**src/inc/tao_pkg.sv**
```systemverilog
package tao_pkg;
    // Register byte offsets on the Wishbone slave
    localparam logic [7:0] OFS_CONFIG = 8'h00;
    localparam logic [7:0] OFS_CONSEC = 8'h04;
    localparam logic [7:0] OFS_HYST = 8'h08;
    localparam logic [7:0] OFS_LIM_FIRST = 8'h0c;
    localparam logic [7:0] OFS_LIM_LAST = 8'h20;
    localparam logic [7:0] OFS_STATUS = 8'h24;
    localparam logic [7:0] OFS_INT_STATUS = 8'h28;
    localparam logic [7:0] OFS_INT_CLEAR = 8'h2c;
    localparam logic [7:0] OFS_INT_ENABLE = 8'h30;
    localparam logic [7:0] OFS_TEMPS = 8'h34;

    // Limit table entries, one word each from OFS_LIM_FIRST upward
    localparam int LIM_NUM = 6;
    localparam int LIM_LHIGH = 0;
    localparam int LIM_LLOW = 1;
    localparam int LIM_LCRIT = 2;
    localparam int LIM_RHIGH = 3;
    localparam int LIM_RLOW = 4;
    localparam int LIM_RCRIT = 5;

    // Field positions
    localparam int CFG_MASK_BIT = 7;
    localparam int CFG_SELECT_BIT = 5;
    localparam int ST_LHIGH = 6;
    localparam int ST_LLOW = 5;
    localparam int ST_RHIGH = 4;
    localparam int ST_RLOW = 3;
    localparam int ST_OPEN = 2;
    localparam int ST_RCRIT = 1;
    localparam int ST_LCRIT = 0;
    localparam int IRQ_CRIT = 0;
    localparam int IRQ_WARN = 1;
    localparam int IRQ_OPEN = 2;
    localparam int IRQ_NUM = 3;

    // Reset values
    localparam logic [7:0] HYST_RESET = 8'h0a;
    localparam logic [7:0] HIGH_RESET = 8'h50;
    localparam logic [7:0] LOW_RESET = 8'h00;
    localparam logic [7:0] CRIT_RESET = 8'h5a;
    localparam logic [1:0] CONSEC_RESET = 2'h0;
    localparam logic [2:0] CNT_MAX = 3'h4;

    typedef logic [7:0] tao_temp_t;

    // Whole state of the alarm block
    typedef struct packed {
        logic cfgMask;
        logic cfgSelect;
        logic [1:0] consec;
        tao_temp_t hyst;
        tao_temp_t [LIM_NUM-1:0] lim;
        tao_temp_t localT;
        tao_temp_t remoteT;
        logic [7:0] status;
        logic [2:0] lcnt;
        logic [2:0] rcnt;
        logic critL;
        logic critR;
        logic crit2L;
        logic crit2R;
        logic alertOn;
        logic alertHigh;
        logic [IRQ_NUM-1:0] intStatus;
        logic [IRQ_NUM-1:0] intEnable;
        logic critOe;
        logic warnOe;
        logic araAck;
        logic araLsb;
        logic irq;
        logic wbAck;
        logic [31:0] wbDat;
    } tao_state_t;
endpackage

```
**src/tao_alarm_outputs.sv**
```systemverilog
`timescale 1ns/100ps
module tao_alarm_outputs (
    input wire logic clk_sys,
    input wire logic reset_n,
    input wire logic wb_cyc_i,
    input wire logic wb_stb_i,
    input wire logic wb_we_i,
    input wire logic [7:0] wb_adr_i,
    input wire logic [3:0] wb_sel_i,
    input wire logic [31:0] wb_dat_i,
    output logic [31:0] wb_dat_o,
    output logic wb_ack_o,
    input wire logic convDone,
    input wire tao_pkg::tao_temp_t localTemp,
    input wire tao_pkg::tao_temp_t remoteTemp,
    input wire logic remoteOpen,
    input wire logic araRequest,
    input wire logic araWon,
    input wire logic araLost,
    output logic araAck,
    output logic araAddrLsb,
    input wire logic criticalAlarmIn,
    output logic criticalAlarmOut,
    output logic criticalAlarmOe,
    input wire logic warnAlarmIn,
    output logic warnAlarmOut,
    output logic warnAlarmOe,
    output logic irq
);
    // Local copy keeps the many interrupt-width slices below short
    localparam int IRQ_NUM = tao_pkg::IRQ_NUM;

    tao_pkg::tao_state_t st;
    tao_pkg::tao_state_t next_st;

    // Bus request qualifiers
    logic access;
    logic wrLow;
    logic [7:0] limOfs;
    logic [2:0] limIdx;
    logic limHit;
    // Conversion evaluation
    tao_pkg::tao_temp_t effRemote;
    logic lHighV;
    logic lLowV;
    logic rHighV;
    logic rLowV;
    logic [2:0] nextLcnt;
    logic [2:0] nextRcnt;
    logic [2:0] needCnt;
    logic filtHit;
    logic persist;
    logic [IRQ_NUM-1:0] events;
    logic [IRQ_NUM-1:0] clearMask;
    logic [7:0] statusSet;

    // Hysteresis band: trips at or above hi, or below lo when the low side is used;
    // releases only when back inside the band shrunk by hyst on each used side
    function automatic logic band_next(input logic cur, input logic [7:0] t, input logic [7:0] hi,
                                       input logic [7:0] lo, input logic useLow, input logic [7:0] hyst);
        logic trip;
        logic inBand;
        trip = (t >= hi) || (useLow && (t < lo));
        inBand = ({1'b0, t} + {1'b0, hyst} <= {1'b0, hi})
               && (!useLow || ({1'b0, t} >= {1'b0, lo} + {1'b0, hyst}));
        band_next = trip || (cur && !inBand);
    endfunction

    // Register decode; writes take their data from the low byte lane only
    always_comb begin
        access = wb_cyc_i && wb_stb_i && !st.wbAck;
        wrLow = access && wb_we_i && wb_sel_i[0];
        limOfs = wb_adr_i - tao_pkg::OFS_LIM_FIRST;
        limIdx = limOfs[4:2];
        limHit = (wb_adr_i >= tao_pkg::OFS_LIM_FIRST) && (wb_adr_i <= tao_pkg::OFS_LIM_LAST)
               && (wb_adr_i[1:0] == 2'h0);
    end

    // Conversion result evaluation
    always_comb begin
        effRemote = remoteOpen ? st.remoteT : remoteTemp; // Last valid result kept
        lHighV = localTemp >= st.lim[tao_pkg::LIM_LHIGH];
        lLowV = localTemp < st.lim[tao_pkg::LIM_LLOW];
        rHighV = effRemote >= st.lim[tao_pkg::LIM_RHIGH];
        rLowV = effRemote < st.lim[tao_pkg::LIM_RLOW];
        // Counters saturate so a long run cannot wrap back below the threshold
        nextLcnt = !(lHighV || lLowV) ? 3'h0 : (st.lcnt == tao_pkg::CNT_MAX) ? st.lcnt : st.lcnt + 3'h1;
        nextRcnt = !(rHighV || rLowV) ? 3'h0 : (st.rcnt == tao_pkg::CNT_MAX) ? st.rcnt : st.rcnt + 3'h1;
        needCnt = {1'b0, st.consec} + 3'h1;
        filtHit = (nextLcnt >= needCnt) || (nextRcnt >= needCnt);
        persist = (st.lcnt >= needCnt) || (st.rcnt >= needCnt) || remoteOpen;
        statusSet = 8'h00;
        if (convDone) begin
            statusSet[tao_pkg::ST_LHIGH] = lHighV;
            statusSet[tao_pkg::ST_LLOW] = lLowV;
            statusSet[tao_pkg::ST_RHIGH] = rHighV;
            statusSet[tao_pkg::ST_RLOW] = rLowV;
            statusSet[tao_pkg::ST_OPEN] = remoteOpen;
            statusSet[tao_pkg::ST_LCRIT] = localTemp >= st.lim[tao_pkg::LIM_LCRIT];
            statusSet[tao_pkg::ST_RCRIT] = effRemote >= st.lim[tao_pkg::LIM_RCRIT];
        end
    end

    // Next state
    always_comb begin
        next_st = st;
        clearMask = '0;
        // Bus writes
        if (wrLow) begin
            if (wb_adr_i == tao_pkg::OFS_CONFIG) begin
                next_st.cfgMask = wb_dat_i[tao_pkg::CFG_MASK_BIT];
                next_st.cfgSelect = wb_dat_i[tao_pkg::CFG_SELECT_BIT];
            end
            if (wb_adr_i == tao_pkg::OFS_CONSEC) begin
                next_st.consec = wb_dat_i[1:0];
            end
            if (wb_adr_i == tao_pkg::OFS_HYST) begin
                next_st.hyst = wb_dat_i[7:0];
            end
            if (limHit) begin
                next_st.lim[limIdx] = wb_dat_i[7:0];
            end
            if (wb_adr_i == tao_pkg::OFS_INT_CLEAR) begin
                clearMask = wb_dat_i[IRQ_NUM-1:0];
            end
            if (wb_adr_i == tao_pkg::OFS_INT_ENABLE) begin
                next_st.intEnable = wb_dat_i[IRQ_NUM-1:0];
            end
        end
        // Status clears on read; a flag set in the same cycle survives
        if (access && !wb_we_i && (wb_adr_i == tao_pkg::OFS_STATUS)) begin
            next_st.status = 8'h00;
        end
        next_st.status = next_st.status | statusSet;
        // New conversion result
        if (convDone) begin
            next_st.localT = localTemp;
            next_st.remoteT = effRemote;
            next_st.lcnt = nextLcnt;
            next_st.rcnt = nextRcnt;
            // Critical compares use the critical limits only, never the config bits
            next_st.critL = band_next(st.critL, localTemp, st.lim[tao_pkg::LIM_LCRIT], 8'h00, 1'b0, st.hyst);
            next_st.critR = band_next(st.critR, effRemote, st.lim[tao_pkg::LIM_RCRIT], 8'h00, 1'b0, st.hyst);
            // Second critical bands track the high/low limits
            next_st.crit2L = band_next(st.crit2L, localTemp, st.lim[tao_pkg::LIM_LHIGH],
                                       st.lim[tao_pkg::LIM_LLOW], 1'b1, st.hyst);
            next_st.crit2R = band_next(st.crit2R, effRemote, st.lim[tao_pkg::LIM_RHIGH],
                                       st.lim[tao_pkg::LIM_RLOW], 1'b1, st.hyst);
            // Early warning latches only in alert mode and while unmasked
            if (!st.cfgMask && !st.cfgSelect && !st.alertOn && (filtHit || remoteOpen)) begin
                next_st.alertOn = 1'b1;
                next_st.alertHigh = (lHighV && (nextLcnt >= needCnt)) || (rHighV && (nextRcnt >= needCnt));
            end
        end
        // Alert response: answer with the cause bit
        next_st.araAck = 1'b0;
        if (araRequest && st.alertOn) begin
            next_st.araAck = 1'b1;
            next_st.araLsb = st.alertHigh;
        end
        // Won arbitration releases only with cause gone and status read
        if (araWon && st.alertOn && !persist && !convDone && (st.status == 8'h00)) begin
            next_st.alertOn = 1'b0;
        end
        // Sticky interrupt flags; set wins over clear
        events[tao_pkg::IRQ_CRIT] = (next_st.critL || next_st.critR) && !(st.critL || st.critR);
        events[tao_pkg::IRQ_WARN] = next_st.alertOn && !st.alertOn;
        events[tao_pkg::IRQ_OPEN] = convDone && remoteOpen;
        next_st.intStatus = (st.intStatus & ~clearMask) | events;
        next_st.irq = |(next_st.intStatus & next_st.intEnable);
        // Open-drain enables: active means the pin is pulled low
        next_st.critOe = next_st.critL || next_st.critR;
        next_st.warnOe = !next_st.cfgMask && (next_st.cfgSelect ? (next_st.crit2L || next_st.crit2R)
                                                               : next_st.alertOn);
        // Bus answer one cycle after the request; unmapped reads return zero
        next_st.wbAck = access;
        next_st.wbDat = 32'h0000_0000;
        if (access && !wb_we_i) begin
            if (wb_adr_i == tao_pkg::OFS_CONFIG) begin
                next_st.wbDat[tao_pkg::CFG_MASK_BIT] = st.cfgMask;
                next_st.wbDat[tao_pkg::CFG_SELECT_BIT] = st.cfgSelect;
            end
            if (wb_adr_i == tao_pkg::OFS_CONSEC) begin
                next_st.wbDat[1:0] = st.consec;
            end
            if (wb_adr_i == tao_pkg::OFS_HYST) begin
                next_st.wbDat[7:0] = st.hyst;
            end
            if (limHit) begin
                next_st.wbDat[7:0] = st.lim[limIdx];
            end
            if (wb_adr_i == tao_pkg::OFS_STATUS) begin
                next_st.wbDat[7:0] = st.status;
            end
            if (wb_adr_i == tao_pkg::OFS_INT_STATUS) begin
                next_st.wbDat[IRQ_NUM-1:0] = st.intStatus;
            end
            if (wb_adr_i == tao_pkg::OFS_INT_ENABLE) begin
                next_st.wbDat[IRQ_NUM-1:0] = st.intEnable;
            end
            if (wb_adr_i == tao_pkg::OFS_TEMPS) begin
                next_st.wbDat = {6'h00, warnAlarmIn, criticalAlarmIn, 8'h00, st.remoteT, st.localT};
            end
        end
    end

    // State register
    always_ff @(posedge clk_sys or negedge reset_n) begin
        if (!reset_n) begin
            st <= '0;
            st.hyst <= tao_pkg::HYST_RESET;
            st.consec <= tao_pkg::CONSEC_RESET;
            st.lim[tao_pkg::LIM_LHIGH] <= tao_pkg::HIGH_RESET;
            st.lim[tao_pkg::LIM_LLOW] <= tao_pkg::LOW_RESET;
            st.lim[tao_pkg::LIM_LCRIT] <= tao_pkg::CRIT_RESET;
            st.lim[tao_pkg::LIM_RHIGH] <= tao_pkg::HIGH_RESET;
            st.lim[tao_pkg::LIM_RLOW] <= tao_pkg::LOW_RESET;
            st.lim[tao_pkg::LIM_RCRIT] <= tao_pkg::CRIT_RESET;
        end else begin
            st <= next_st;
        end
    end

    // Outputs straight from the state flops; pin data is a constant low
    assign wb_dat_o = st.wbDat;
    assign wb_ack_o = st.wbAck;
    assign araAck = st.araAck;
    assign araAddrLsb = st.araLsb;
    assign criticalAlarmOut = 1'b0;
    assign criticalAlarmOe = st.critOe;
    assign warnAlarmOut = 1'b0;
    assign warnAlarmOe = st.warnOe;
    assign irq = st.irq;
endmodule // tao_alarm_outputs

```
**config.mk**
```make
export PLATFORM = sky130hd
export DESIGN_NAME = tao_alarm_outputs
export DESIGN_NICKNAME = d
export VERILOG_FILES = /design/src/inc/tao_pkg.sv /design/src/tao_alarm_outputs.sv
export SDC_FILE = /design/constraint.sdc
export NUM_CORES = 1
export LEC_CHECK = 0
export ABC_AREA = 1
export ABC_CLOCK_PERIOD_IN_PS = 3800
export BUFFER_PORTS_ARGS = -buffer_cell sky130_fd_sc_hd__clkbuf_2
export CAP_MARGIN = 25
export CORE_UTILIZATION = 45
export DETAILED_ROUTE_END_ITERATION = 6
export GPL_ROUTABILITY_DRIVEN = 0
export GPL_TIMING_DRIVEN = 0
export PLACE_DENSITY = 0.76
export SETUP_SLACK_MARGIN = 0.02
export SKIP_CTS_REPAIR_TIMING = 1
export SYNTH_ARGS = -nofsm -noshare
export SYNTH_HDL_FRONTEND = slang
export SYNTH_SLANG_ARGS = --single-unit
```
**constraint.sdc**
```tcl
create_clock -name clk_sys -period 3.8 [get_ports clk_sys]
set_input_delay 0.76 -clock clk_sys [delete_from_list [all_inputs] [get_ports clk_sys]]
set_output_delay 0.76 -clock clk_sys [all_outputs]
set_load 0.005 [all_outputs]
```
==> impl_metrics.env <==
export IMPL_fin_nets=1549
export IMPL_antenna_found_initial=0
export IMPL_clock_path_buffers=2
export IMPL_vias_per_cell=5.455
export IMPL_grt_overflow=0
export IMPL_area_delta_synth_final_pct=19.12
export IMPL_start_util_pct=45.75
export IMPL_synth_seq_cells=125
export IMPL_wl_met3_um=1854
export IMPL_numCtsBuffers=17
export IMPL_io_pins=112
export IMPL_worst_path_max_fanout=8
export IMPL_setup_viol_count_final=0
export IMPL_highest_layer="met4"
export IMPL_fillerInstances=1876
export IMPL_pwr_density_cell_mw_per_mm2=364.9
export IMPL_status="complete, no violations"
export IMPL_grt_pass1_wl_um=43000
export IMPL_setup_slack_ns=0.04770
export IMPL_htreeDepth=4
export IMPL_postLayoutCellArea_mm2=0.01142
export IMPL_arrival_ns=4.04
export IMPL_cts_tree="done"
export IMPL_whs_ns=0.2909
export IMPL_rsz0062_at_grt="yes"
export IMPL_hold_path_class="input pin to asynchronous set/reset pin"
export IMPL_cp_required_ns=4.09
export IMPL_grt_use_total_pct=25.50
export IMPL_wl_met2_um=12890
export IMPL_dp_slack_ns=-1.359
export IMPL_fmax_mhz=266.5
export IMPL_clock_sinks=125
export IMPL_crit_type="input pin to flip-flop"
export IMPL_vias=8804
export IMPL_die_area_mm2=0.02189
export IMPL_finClkSkew_ns=0.01007
export IMPL_finalPower_uw=4168
export IMPL_ant_nets=0
export IMPL_ys_seq_area_share_pct=32.81
export IMPL_leakagePower_uw=0.005577
export IMPL_drv_slew=0
export IMPL_drv_cap=0
export IMPL_rows=53
export IMPL_r2r_slack_ns=0.30
export IMPL_routedWlPerCell_um=17.13
export IMPL_final_layout_size_suffix_gt1_share_pct=18.30
export IMPL_path_clk_slew_ns=0.06
export IMPL_drt_wl_total_um=27650
export IMPL_synth_edf_count=0
export IMPL_ys_types=48
export IMPL_post_route_util_pct=54.50
export IMPL_hold_violations=0
export IMPL_coreArea_mm2=0.02096
export IMPL_async_flop_share_pct=100.0
export IMPL_postSynthCellCount=1207
export IMPL_crit_path_end_kind="flip-flop"
export IMPL_first_global_vias=8415
export IMPL_regToRegEndpoint="irq$_DFF_PN0_"
export IMPL_drc=0
export IMPL_maxSlewHeadroom_pct=49.07
export IMPL_tightestPinTransition_ns=0.7611
export IMPL_period_needed_ns=3.752
export IMPL_root_buffer="clkbuf_16"
export IMPL_diodes=0
export IMPL_wl_met1_um=11730
export IMPL_start_kind="input pin"
export IMPL_syn_area_mm2=0.009588
export IMPL_vdd_drop_max_mv=0.2826
export IMPL_insertion_delay_ns=0.42
export IMPL_dp_hpwl_um=20720
export IMPL_io_buffers=67
export IMPL_die_w_um=148.0
export IMPL_synth_ff_type="dfrtp_1"
export IMPL_drtIter0Drc=776
export IMPL_grt_max_degree=72
export IMPL_r2r_cells=17
export IMPL_finalCritPeriodShare_pct=98.74
export IMPL_place_area_mm2=0.01036
export IMPL_synth_warning_count=0
export IMPL_die_h_um=148.0
export IMPL_synth_avg_cell_area_um2=7.944
export IMPL_drt_pass1_iterations=5
==> cells in the mapped netlist (5+ instances only) <==
cell,instances,share of area (%)
ha_1,147,19
buf_2,7,0.37
nor2_1,48,1.9
o21ai_2,8,0.73
nor2_2,5,0.33
o221ai_1,6,0.55
inv_1,168,6.6
clkbuf_1,11,0.43
xnor2_1,14,1.3
nand2_1,254,9.9
o21ai_1,49,2.6
a21oi_1,85,4.4
nor3_1,11,0.57
o21ai_0,99,5.2
dfstp_2,14,3.8
xor2_1,13,1.2
nand4_1,14,0.91
dfrtp_1,111,29
a21boi_0,6,0.47
o21a_1,5,0.39
nand3_1,37,1.9
o211ai_1,7,0.55
buf_4,34,2.7
==> worst max-delay path, cell delays in order <==
cell and delay (ns):
buf_12 0.09, clkinvlp_4 0.23, o21ai_4 0.28, ha_2 0.23, inv_1 0.05, fa_2 0.36, nand3b_1 0.20, nand2_2 0.11
a21oi_1 0.10, xnor2_1 0.28, buf_4 0.16, ha_1 0.23, nand2_1 0.09, o21bai_1 0.11, a21boi_0 0.10, o21ai_1 0.20
nand3_1 0.14, nand2_1 0.08, nand2_1 0.07, nor2_1 0.09, nor2_1 0.07
==> how the worst max path moves through the flow <==
stage | end | slack [ns] | startpoint | cells past startpoint
6_report | warnAlarmOe$_DFF_PN0_ | 0.05 | remoteOpen | 21
5_1_grt | warnAlarmOe$_DFF_PN0_ | -0.08 | remoteOpen | 21
4_1_cts | warnAlarmOe$_DFF_PN0_ | -0.96 | remoteOpen | 23
3_5_place_dp | warnAlarmOe$_DFF_PN0_ | -1.36 | remoteOpen | 23
3_3_place_gp | warnAlarmOe$_DFF_PN0_ | -1.26 | remoteOpen | 23
2_1_floorplan | warnAlarmOe$_DFF_PN0_ | 0.03 | remoteOpen | 22
==> area by class of cell <==
| class | count | area, µm² | area share, % |
|---|---|---|---|
| multi-input cells | 872 | 5777 | 50.58 |
| flip-flops and latches | 125 | 3151 | 27.59 |
| inverters | 172 | 649.4 | 5.686 |
| repair buffers | 85 | 539.3 | 4.722 |
| clock buffers | 19 | 442.9 | 3.878 |
| plain buffers | 53 | 354.1 | 3.100 |
| well taps | 275 | 344.1 | 3.013 |
| clock inverters | 13 | 163.9 | 1.435 |
==> power breakdown <==
group          internal (µW)  switching (µW)  leakage [µW]  total [µW]
registers               1400            60.1       0.00157        1460
clock network           1050             625      0.000282        1680
logic                    417             617       0.00372        1030
==> per-stage QoR <==
step / TNS, ns / instances
after floorplan: 0 / 1222
after global placement: -8.430 / 1564
after detailed placement: -9.215 / 1565
after CTS: -5.586 / 1597
after global routing: -0.1492 / 1614
final: 0 / 1614
==> cells in the final DEF, fill, tap and decap left out, drive strengths merged, types with 16 or more instances in the layout <==
cell type	netlist	layout
inv	172	173
clkbuf	11	96
dfrtp	111	111
o21ai	156	156
ha	147	147
nor2	57	57
nand2	257	257
buf	42	61
conb	1	16
nand3	40	40
a21oi	85	85
==> per-layer routing <==
layer	GRT usage [%]	up-vias
li1	-	4220
met1	33.05	4099
met2	41.55	404
met3	3.951	81
met4	12.16	0
met5	0	-
==> kinds of logic (layout without fill, tap and decap cells) <==
group           count (synthesis)  count (layout)  synth area share (%)
buf+inv                       225             342                 10.31
other cells                     1              16               0.03911
flops                         125             125                 32.81
xor+xnor                       27              27                 2.466
fa+ha+maj                     151             151                 20.02
compound gates                284             284                 16.34
simple gates                  394             394                 18.02
Power figures use the tool's default switching activity.
